$ cat config.mk
export PLATFORM = sky130hd
export DESIGN_NAME = faec_top
export DESIGN_NICKNAME = d
export VERILOG_FILES = /design/src/faec_pkg.sv /design/src/faec_pump_if.sv /design/src/faec_top.sv /design/src/faec_pump_div.sv
export SDC_FILE = /design/constraint.sdc
export NUM_CORES = 1
export LEC_CHECK = 0
export BUFFER_PORTS_ARGS = -buffer_cell sky130_fd_sc_hd__buf_2
export CAP_MARGIN = 5
export CORE_MARGIN = 2
export CORE_UTILIZATION = 53
export DETAILED_ROUTE_END_ITERATION = 10
export PLACE_DENSITY = 0.79
export SYNTH_ARGS = -nofsm -noshare
export SYNTH_HDL_FRONTEND = slang
export SYNTH_SLANG_ARGS = --single-unit
$ cat constraint.sdc
create_clock -name clk_i -period 3.85 [get_ports clk_i]
set_input_delay 0.1925 -clock clk_i [delete_from_list [all_inputs] [get_ports clk_i]]
set_output_delay 0.1925 -clock clk_i [all_outputs]
set_load 0.05 [all_outputs]
$ cat src/faec_pkg.sv
package faec_pkg;

  // ****************************************************
  // Address map
  // ****************************************************
  localparam logic [15:0] CTRL_ADDR    = 16'hfe11;
  localparam logic [15:0] PROTECT_ADDR = 16'hff81;
  localparam logic [15:0] WIN0_LO      = 16'h0450;
  localparam logic [15:0] WIN0_HI      = 16'h04ff;
  localparam logic [15:0] WIN1_LO      = 16'h0580;
  localparam logic [15:0] WIN1_HI      = 16'h05ff;
  localparam logic [15:0] WIN2_LO      = 16'h0e00;
  localparam logic [15:0] WIN2_HI      = 16'h7fff;

  // ****************************************************
  // Control register fields
  // ****************************************************
  localparam int          PGM_BIT    = 0;
  localparam int          ERASE_BIT  = 1;
  localparam int          MARGIN_BIT = 2;
  localparam int          HIGH_VOLTAGE_ENABLE_BIT   = 3;
  localparam int          BLK_LSB    = 4;
  localparam int          FDIV_LSB   = 6;
  localparam logic [7:0]  CTRL_RESET = 8'h00;

  // ****************************************************
  // Protection thresholds, one per protect bit
  // ****************************************************
  localparam logic [15:0] PROT_THR0 = 16'h0450;
  localparam logic [15:0] PROT_THR1 = 16'h1000;
  localparam logic [15:0] PROT_THR2 = 16'h2000;
  localparam logic [15:0] PROT_THR3 = 16'h4000;

  // ****************************************************
  // Timing
  // ****************************************************
  localparam logic [3:0]  MARGIN_STRETCH = 4'h8;

  typedef enum logic [1:0] {
    DIV_BY1  = 2'b00,
    DIV_BY2A = 2'b01,
    DIV_BY2B = 2'b10,
    DIV_BY4  = 2'b11
  } faec_div_t;

  typedef enum logic [1:0] {
    SEQ_IDLE  = 2'b00,
    SEQ_MODE  = 2'b01,
    SEQ_PROT  = 2'b10,
    SEQ_ARMED = 2'b11
  } faec_seq_t;

endpackage

$ cat src/faec_pump_if.sv
`timescale 1ns/1ps
interface faec_pump_if;
  logic [1:0] div_sel;
  logic       run;
  logic       tick;
  modport ctrl (output div_sel, output run, input tick);
  modport div  (input div_sel, input run, output tick);
endinterface

$ cat src/faec_top.sv
`timescale 1ns/1ps
// Notes on behaviour
// Array read data is 0 for erased bits and 1 for programmed bits.
// Rows hold 8 pages of 8 bytes; erase by 64-byte row, program by page.
// Storage windows 0450-04FF, 0580-05FF, 0E00-7FFF; control register at FE11.
// Software programs each page once per row between erases.
// Software uses minimal program time with program and margin read loops.
// Pump clock is bus clock divided by 1, 2, 2 or 4 per divider field.
// Software avoids high-voltage work below 2 MHz bus clock.
// Software writes equal divider values in both arrays.
// High voltage only with program or erase selected and sequence followed.
// Margin select refused while high voltage is enabled.
// Erase and program selects never both set.
// Software first selects erase with block size and divider.
// Software reads protect byte at FF81 before enabling high voltage.
// Software then writes any data inside the block to erase.
// Setup write latches cared address bits choosing the block.
// Block size: full array, half by A14, 512 bytes A14-A9, row A14-A6.
// Full-array erase arms on a setup write to any storage window.
// Software sets, holds, clears high voltage then clears erase and waits.
// Steps stay ordered; unrelated bus activity between steps is tolerated.
// Protect byte latched on read; overlapping operation clears its mode bit.
// Margin read stretches each array read by eight extra bus cycles.
// Wait or stop mode turns the pump off while mode bits persist.
// Reset clears all control fields: normal read, high voltage off.
module faec_top
(
  input  wire logic        clk_i,
  input  wire logic        rstn_i,
  input  wire logic [15:0] addr_i,
  input  wire logic [7:0]  wdata_i,
  input  wire logic        wr_i,
  input  wire logic        rd_i,
  input  wire logic [7:0]  array_sense_i,
  input  wire logic        protect_bypass_i,
  input  wire logic        low_power_i,
  output logic      [7:0]  rdata_o,
  output logic             rvalid_o,
  output logic             busy_o,
  output logic      [7:0]  ctrl_o,
  output logic             pump_clk_en_o,
  output logic             pump_on_o,
  output logic             hv_array_o,
  output logic      [8:0]  erase_block_o,
  output logic      [8:0]  erase_mask_o,
  output logic      [11:0] program_page_o,
  output logic             prog_latch_o
);

  // ****************************************************
  // Helpers
  // ****************************************************
  function automatic logic in_array(input logic [15:0] a);
    in_array = (a >= faec_pkg::WIN0_LO && a <= faec_pkg::WIN0_HI) ||
               (a >= faec_pkg::WIN1_LO && a <= faec_pkg::WIN1_HI) ||
               (a >= faec_pkg::WIN2_LO && a <= faec_pkg::WIN2_HI);
  endfunction

  // Cared bits A14..A6 for each block size
  function automatic logic [8:0] blk_mask(input logic [1:0] blk);
    case (blk)
      2'b00:   blk_mask = 9'h000;
      2'b01:   blk_mask = 9'h100;
      2'b10:   blk_mask = 9'h1f8;
      2'b11:   blk_mask = 9'h1ff;
      default: blk_mask = 9'h000;
    endcase
  endfunction

  // Lowest protected address from the latched protect byte
  function automatic logic [15:0] prot_floor(input logic [3:0] p);
    if (p[0])
      prot_floor = faec_pkg::PROT_THR0;
    else if (p[1])
      prot_floor = faec_pkg::PROT_THR1;
    else if (p[2])
      prot_floor = faec_pkg::PROT_THR2;
    else if (p[3])
      prot_floor = faec_pkg::PROT_THR3;
    else
      prot_floor = 16'hffff;
  endfunction

  // ****************************************************
  // State
  // ****************************************************
  logic [7:0]          ctrl_q;
  logic [3:0]          protect_q;
  faec_pkg::faec_seq_t seq_q;
  logic [3:0]          stretch_q;
  logic                pend_q;
  logic [8:0]          cur_mask;
  logic [8:0]          ers_blk;
  logic [15:0]         top_addr;
  logic                hits_prot;
  logic                ctrl_wr;
  logic                arr_wr;
  logic                mode_on;
  faec_pump_if         pump ();

  assign mode_on  = ctrl_q[faec_pkg::PGM_BIT] | ctrl_q[faec_pkg::ERASE_BIT];
  assign ctrl_wr  = wr_i && addr_i == faec_pkg::CTRL_ADDR;
  assign arr_wr   = wr_i && in_array(addr_i);
  assign cur_mask = blk_mask(ctrl_q[faec_pkg::BLK_LSB +: 2]);
  assign ers_blk  = addr_i[14:6] & cur_mask;

  // Highest address touched by the operation this write arms
  always_comb
  begin
    if (ctrl_q[faec_pkg::ERASE_BIT])
      top_addr = {1'b0, ers_blk | ~cur_mask, 6'h3f};
    else
      top_addr = {1'b0, addr_i[14:3], 3'h7};
    hits_prot = !protect_bypass_i && top_addr >= prot_floor(protect_q);
  end

  // ****************************************************
  // Control register
  // ****************************************************
  always_ff @(posedge clk_i or negedge rstn_i)
  begin
    if (!rstn_i)
      ctrl_q <= faec_pkg::CTRL_RESET;
    else if (ctrl_wr)
    begin
      ctrl_q[7:4] <= wdata_i[7:4];
      // Conflicting selects keep the previous mode rather than guess
      if (!(wdata_i[faec_pkg::PGM_BIT] && wdata_i[faec_pkg::ERASE_BIT]))
      begin
        ctrl_q[faec_pkg::PGM_BIT]   <= wdata_i[faec_pkg::PGM_BIT];
        ctrl_q[faec_pkg::ERASE_BIT] <= wdata_i[faec_pkg::ERASE_BIT];
      end
      ctrl_q[faec_pkg::MARGIN_BIT] <= wdata_i[faec_pkg::MARGIN_BIT] &&
                                      !ctrl_q[faec_pkg::HIGH_VOLTAGE_ENABLE_BIT] &&
                                      !wdata_i[faec_pkg::HIGH_VOLTAGE_ENABLE_BIT];
      ctrl_q[faec_pkg::HIGH_VOLTAGE_ENABLE_BIT]   <= wdata_i[faec_pkg::HIGH_VOLTAGE_ENABLE_BIT] && mode_on &&
                                      wdata_i[faec_pkg::PGM_BIT +: 2] ==
                                      ctrl_q[faec_pkg::PGM_BIT +: 2] &&
                                      seq_q == faec_pkg::SEQ_ARMED;
    end
    else if (arr_wr && mode_on && seq_q != faec_pkg::SEQ_IDLE && hits_prot)
    begin
      ctrl_q[faec_pkg::PGM_BIT]   <= 1'b0;
      ctrl_q[faec_pkg::ERASE_BIT] <= 1'b0;
      ctrl_q[faec_pkg::HIGH_VOLTAGE_ENABLE_BIT]  <= 1'b0;
    end
  end

  // ****************************************************
  // Sequence tracking
  // ****************************************************
  // Only matching accesses advance; other bus traffic leaves the state alone
  always_ff @(posedge clk_i or negedge rstn_i)
  begin
    if (!rstn_i)
      seq_q <= faec_pkg::SEQ_IDLE;
    else
    begin
      case (seq_q)
        faec_pkg::SEQ_IDLE:
          if (ctrl_wr && (wdata_i[faec_pkg::PGM_BIT] ^ wdata_i[faec_pkg::ERASE_BIT]))
            seq_q <= faec_pkg::SEQ_MODE;
        faec_pkg::SEQ_MODE:
          if (ctrl_wr && !(wdata_i[faec_pkg::PGM_BIT] | wdata_i[faec_pkg::ERASE_BIT]))
            seq_q <= faec_pkg::SEQ_IDLE;
          else if (rd_i && addr_i == faec_pkg::PROTECT_ADDR)
            seq_q <= faec_pkg::SEQ_PROT;
        faec_pkg::SEQ_PROT:
          if (!mode_on || (ctrl_wr && !(wdata_i[faec_pkg::PGM_BIT] |
                                       wdata_i[faec_pkg::ERASE_BIT])))
            seq_q <= faec_pkg::SEQ_IDLE;
          else if (arr_wr)
            seq_q <= hits_prot ? faec_pkg::SEQ_IDLE : faec_pkg::SEQ_ARMED;
        faec_pkg::SEQ_ARMED:
          if (!mode_on || (ctrl_wr && !(wdata_i[faec_pkg::PGM_BIT] |
                                       wdata_i[faec_pkg::ERASE_BIT])))
            seq_q <= faec_pkg::SEQ_IDLE;
        default:
          seq_q <= faec_pkg::SEQ_IDLE;
      endcase
    end
  end

  // ****************************************************
  // Protect latch and block/page address latch
  // ****************************************************
  always_ff @(posedge clk_i or negedge rstn_i)
  begin
    if (!rstn_i)
      protect_q <= 4'h0;
    else if (rd_i && addr_i == faec_pkg::PROTECT_ADDR)
      protect_q <= ~array_sense_i[3:0];
  end

  always_ff @(posedge clk_i or negedge rstn_i)
  begin
    if (!rstn_i)
    begin
      erase_block_o  <= 9'h000;
      erase_mask_o   <= 9'h000;
      program_page_o <= 12'h000;
      prog_latch_o   <= 1'b0;
    end
    else
    begin
      prog_latch_o <= 1'b0;
      if (arr_wr && ctrl_q[faec_pkg::ERASE_BIT] && seq_q == faec_pkg::SEQ_PROT)
      begin
        erase_block_o <= ers_blk;
        erase_mask_o  <= cur_mask;
      end
      if (arr_wr && ctrl_q[faec_pkg::PGM_BIT] && seq_q != faec_pkg::SEQ_IDLE && !hits_prot)
      begin
        program_page_o <= addr_i[14:3];
        prog_latch_o   <= 1'b1;
      end
    end
  end

  // ****************************************************
  // Read path with margin stretch
  // ****************************************************
  always_ff @(posedge clk_i or negedge rstn_i)
  begin
    if (!rstn_i)
    begin
      rdata_o   <= 8'h00;
      rvalid_o  <= 1'b0;
      busy_o    <= 1'b0;
      stretch_q <= 4'h0;
      pend_q    <= 1'b0;
    end
    else
    begin
      rvalid_o <= 1'b0;
      if (pend_q)
      begin
        if (stretch_q == 4'h1)
        begin
          pend_q   <= 1'b0;
          busy_o   <= 1'b0;
          rvalid_o <= 1'b1;
          rdata_o  <= ~array_sense_i;
        end
        stretch_q <= stretch_q - 4'h1;
      end
      else if (rd_i)
      begin
        if (in_array(addr_i) && ctrl_q[faec_pkg::MARGIN_BIT])
        begin
          pend_q    <= 1'b1;
          busy_o    <= 1'b1;
          stretch_q <= faec_pkg::MARGIN_STRETCH;
        end
        else
        begin
          rvalid_o <= 1'b1;
          if (addr_i == faec_pkg::CTRL_ADDR)
            rdata_o <= ctrl_q;
          else if (in_array(addr_i) || addr_i == faec_pkg::PROTECT_ADDR)
            rdata_o <= ~array_sense_i;
          else
            rdata_o <= 8'h00;
        end
      end
    end
  end

  // ****************************************************
  // Pump and high voltage
  // ****************************************************
  assign pump.div_sel = ctrl_q[faec_pkg::FDIV_LSB +: 2];
  assign pump.run     = ctrl_q[faec_pkg::HIGH_VOLTAGE_ENABLE_BIT] && !low_power_i;

  faec_pump_div faec_pump_div_i
  (
    .clk_i  (clk_i),
    .rstn_i (rstn_i),
    .pump   (pump.div)
  );

  always_ff @(posedge clk_i or negedge rstn_i)
  begin
    if (!rstn_i)
    begin
      pump_on_o     <= 1'b0;
      hv_array_o    <= 1'b0;
      pump_clk_en_o <= 1'b0;
      ctrl_o        <= faec_pkg::CTRL_RESET;
    end
    else
    begin
      pump_on_o     <= pump.run;
      hv_array_o    <= pump.run;
      pump_clk_en_o <= pump.tick;
      ctrl_o        <= ctrl_q;
    end
  end

endmodule

$ cat src/faec_pump_div.sv
`timescale 1ns/1ps
module faec_pump_div
(
  input  wire logic clk_i,
  input  wire logic rstn_i,
  faec_pump_if.div  pump
);

  logic [1:0] cnt_q;
  logic [1:0] last_q;

  always_comb
  begin
    case (faec_pkg::faec_div_t'(pump.div_sel))
      faec_pkg::DIV_BY1:  last_q = 2'h0;
      faec_pkg::DIV_BY2A: last_q = 2'h1;
      faec_pkg::DIV_BY2B: last_q = 2'h1;
      faec_pkg::DIV_BY4:  last_q = 2'h3;
      default:            last_q = 2'h0;
    endcase
  end

  // Pump clock is a one-cycle enable at bus rate / N, so divide-by-1 needs no gated clock
  always_ff @(posedge clk_i or negedge rstn_i)
  begin
    if (!rstn_i)
    begin
      cnt_q     <= 2'h0;
      pump.tick <= 1'b0;
    end
    else if (!pump.run)
    begin
      cnt_q     <= 2'h0;
      pump.tick <= 1'b0;
    end
    else
    begin
      pump.tick <= (cnt_q >= last_q);
      cnt_q     <= (cnt_q >= last_q) ? 2'h0 : cnt_q + 2'h1;
    end
  end

endmodule

==> results.json <==
{
  "power_leakage_nw": 2.168,
  "critPathMaxFanout": 13,
  "stdcell_count": 496,
  "die_h_um": 84.93,
  "final_util": 0.6449,
  "fmax_mhz": 305.9,
  "syn_area_um2": 3471,
  "grt_setup_unrepaired": "false",
  "min_from": "low_power_i",
  "synth_flop_cell": "dfrtp_1",
  "portBuffers": 89,
  "ff_latch_area_um2": 1677,
  "wl_per_cell_um": 15.19,
  "path_class": "flip-flop to flip-flop",
  "final_cell_mix": "89 x buf_2, 67 x dfrtp_1, 48 x nand2_1",
  "die_w_um": 84.93,
  "placed_cells": 479,
  "routed-wl-met3_um": 356,
  "worst-r2r-setup-slack_ns": 0.58,
  "p_per_area_nw_per_um2": 332.5,
  "fin_hold_ws_ns": 0.02419,
  "antenna_left": 0,
  "ys_seq_area_frac": 0.4831,
  "drc_errors": 0,
  "hold_class": "input port to flip-flop",
  "synth_top_area_share": 0.4831,
  "cp_data_arrival_time_ns": 3.50,
  "drt_first_pass_iters": 4,
  "drive_above_1_share": 0.3317,
  "vias_per_cell": 5.577,
  "synth-seq-cells": 67,
  "fillers": 530,
  "diodes": 0,
  "cts_inserted_buffers": 9,
  "synth_top_cell_by_area": "dfrtp_1",
  "coreArea_um2": 6350,
  "start_kind": "flip-flop",
  "placed_cell_area_um2": 3914,
  "clock_latency_ns": 0.34,
  "multi_input_area_um2": 1635,
  "critical_path_required_ns": 4.08,
  "drt-total-wl_um": 7534,
  "finalNetCount": 466,
  "finalCriticalPeriod_ns": 3.269,
  "ys_types": 60,
  "setup_viol": 0,
  "cp-end-kind": "flip-flop",
  "num_io_pins": 90,
  "clkSinkCount": 67,
  "first_iter_violations": 180,
  "synthArstFlopShare": 1.000,
  "peakVddDrop_uv": 204.6,
  "top_layer_used": "met4",
  "grt_remaining_overflow": 0,
  "ys_top_cells_by_area": "dfrtp_1 48%, nand2_1 5.2%, ha_1 5.0%",
  "ctsResizeCount": 0,
  "synth_nets": 382,
  "grt_pass1_wl_um": 12210,
  "met1_length_um": 3516,
  "crit_start": "protect_q[0]$_DFFE_PN0P_",
  "r2r_start": "protect_q[0]$_DFFE_PN0P_",
  "final_area_um2": 4095,
  "avgSynthCellArea_um2": 10.52,
  "grt.total_usage": 0.2161,
  "relSlewSlack": 0.4404,
  "hold_viol": 0,
  "rr_worst_depth": 8,
  "dieArea_um2": 7212,
  "maxCapViolCount": 0,
  "syn_inst": 330,
  "layout_commonest_cell": "buf_2",
  "grt_pass1_vias": 2463,
  "start_util": 0.5466,
  "cts_tree": "done",
  "finalSetupTns_ns": 0,
  "cts-root-buf": "clkbuf_8",
  "slew_violations": 0,
  "synth_enable_flop_cells": 0,
  "hpwl_um": 5597,
  "grt_antenna_before_repair": 0,
  "hold-path-cell-count": 2,
  "gp_congestion": 0.9142,
  "period_share": 0.8492,
  "vias": 2766,
  "hold_end": "hv_array_o$_DFF_PN0_",
  "finalClockSkew_ns": 0.01120,
  "grt_start_max_net_pins": 36,
  "yosysWarningCount": 0,
  "r2r-end": "program_page_o[11]$_DFFE_PN0P_",
  "num_rows": 29,
  "worstMarginPinSlew_ns": 0.8303,
  "outcome": "finished clean",
  "clk_pin_slew_ns": 0.08,
  "htreeDepth": 3,
  "wl_met2_um": 3552,
  "synthToLayoutAreaGrowth_pct": 17.99,
  "clockBufferDepth": 2
}
cell type report:
| class | count | share of cell area |
|---|---|---|
| Clock inverter | 4 | 0.006416 |
| Timing Repair Buffer | 92 | 0.1149 |
| Clock buffer | 12 | 0.03544 |
| Inverter | 12 | 0.01100 |
| Sequential cell | 67 | 0.4094 |
| Multi-Input combinational cell | 232 | 0.3993 |
| Tap cell | 77 | 0.02353 |
Yosys cell counts, types with 3 or more instances:
cell / count
nor2b_1: 5
a21oi_1: 9
o22ai_1: 3
o21ai_0: 25
mux2_4: 9
a211oi_1: 3
ha_1: 14
buf_4: 8
or2_2: 4
clkbuf_1: 8
dfrtp_1: 67
a31oi_1: 4
mux2_1: 3
nand2b_1: 8
a21o_1: 4
nand2_1: 48
nand3_1: 9
o21ai_1: 8
a2bb2oi_1: 8
mux2_2: 5
nor2_1: 12
nor3_1: 7
or3_1: 4
inv_1: 12
flip-flops by register name, summed over array words and instances, names as in the netlist, 2 cells and up:
name / count
program_page_o: 12
faec_pump_div_i.cnt_q: 2
rdata_o: 8
erase_block_o: 9
stretch_q: 4
seq_q: 2
protect_q: 4
ctrl_o: 8
erase_mask_o: 3
ctrl_q: 8
worst max-delay path, cell delays in order, from the launching register on:
cell	delay, ns
dfrtp_1	0.48
or4_4	0.63
ha_1	0.36
a211o_1	0.30
o311ai_0	0.09
nor3_1	0.13
o41ai_4	0.49
nand3_4	0.27
mux2_1	0.39
worst max-delay path by stage:
stage,depth (start not counted),end,slack (ns)
floorplan,9,program_page_o[10]$_DFFE_PN0P_,0.88
global placement,8,program_page_o[11]$_DFFE_PN0P_,0.65
detailed placement,8,program_page_o[11]$_DFFE_PN0P_,0.57
CTS,8,program_page_o[1]$_DFFE_PN0P_,0.58
global route,8,program_page_o[1]$_DFFE_PN0P_,0.42
finish,8,program_page_o[11]$_DFFE_PN0P_,0.58
cells by family (layout without fill, tap and decap cells):
family | count (synthesis) | count (layout) | share of synthesized area
buf+inv | 31 | 120 | 0.04578
fa+ha+maj | 14 | 14 | 0.05047
simple gates | 118 | 118 | 0.1846
xor+xnor | 2 | 2 | 0.005048
mux | 17 | 17 | 0.06489
flops | 67 | 67 | 0.4831
compound gates | 81 | 81 | 0.1662
report_power, final:
group | internal (W) | switching (W) | total [W]
Clock | 0.000251 | 0.000260 | 0.000510
Sequential | 0.000712 | 0.00000455 | 0.000717
Combinational | 0.0000440 | 0.0000906 | 0.000135
metrics by stage:
| step | total power (W) | worst slack [ns] |
|---|---|---|
| 4_1_cts | 0.001370 | 0.5790 |
| 2_1_floorplan | 0.0008028 | 0.8803 |
| 3_5_place_dp | 0.0008641 | 0.5689 |
| 3_3_place_gp | 0.0008617 | 0.6468 |
| 5_1_grt | 0.001421 | 0.4220 |
| 6_report | 0.001362 | 0.5807 |
metal layers:
layer | track usage | vias up
li1 | - | 1351
met5 | 0 | -
met1 | 0.3004 | 1323
met2 | 0.3422 | 80
met4 | 0.06494 | 0
met3 | 0.04767 | 12
timing repair:
| action | in CTS | in global routing |
|---|---|---|
| buffers inserted | 0 | 0 |
| hold endpoints to repair | 32 | 0 |
| hold buffers | 1 | 0 |
No activity file was read; power rests on OpenSTA's default activity.
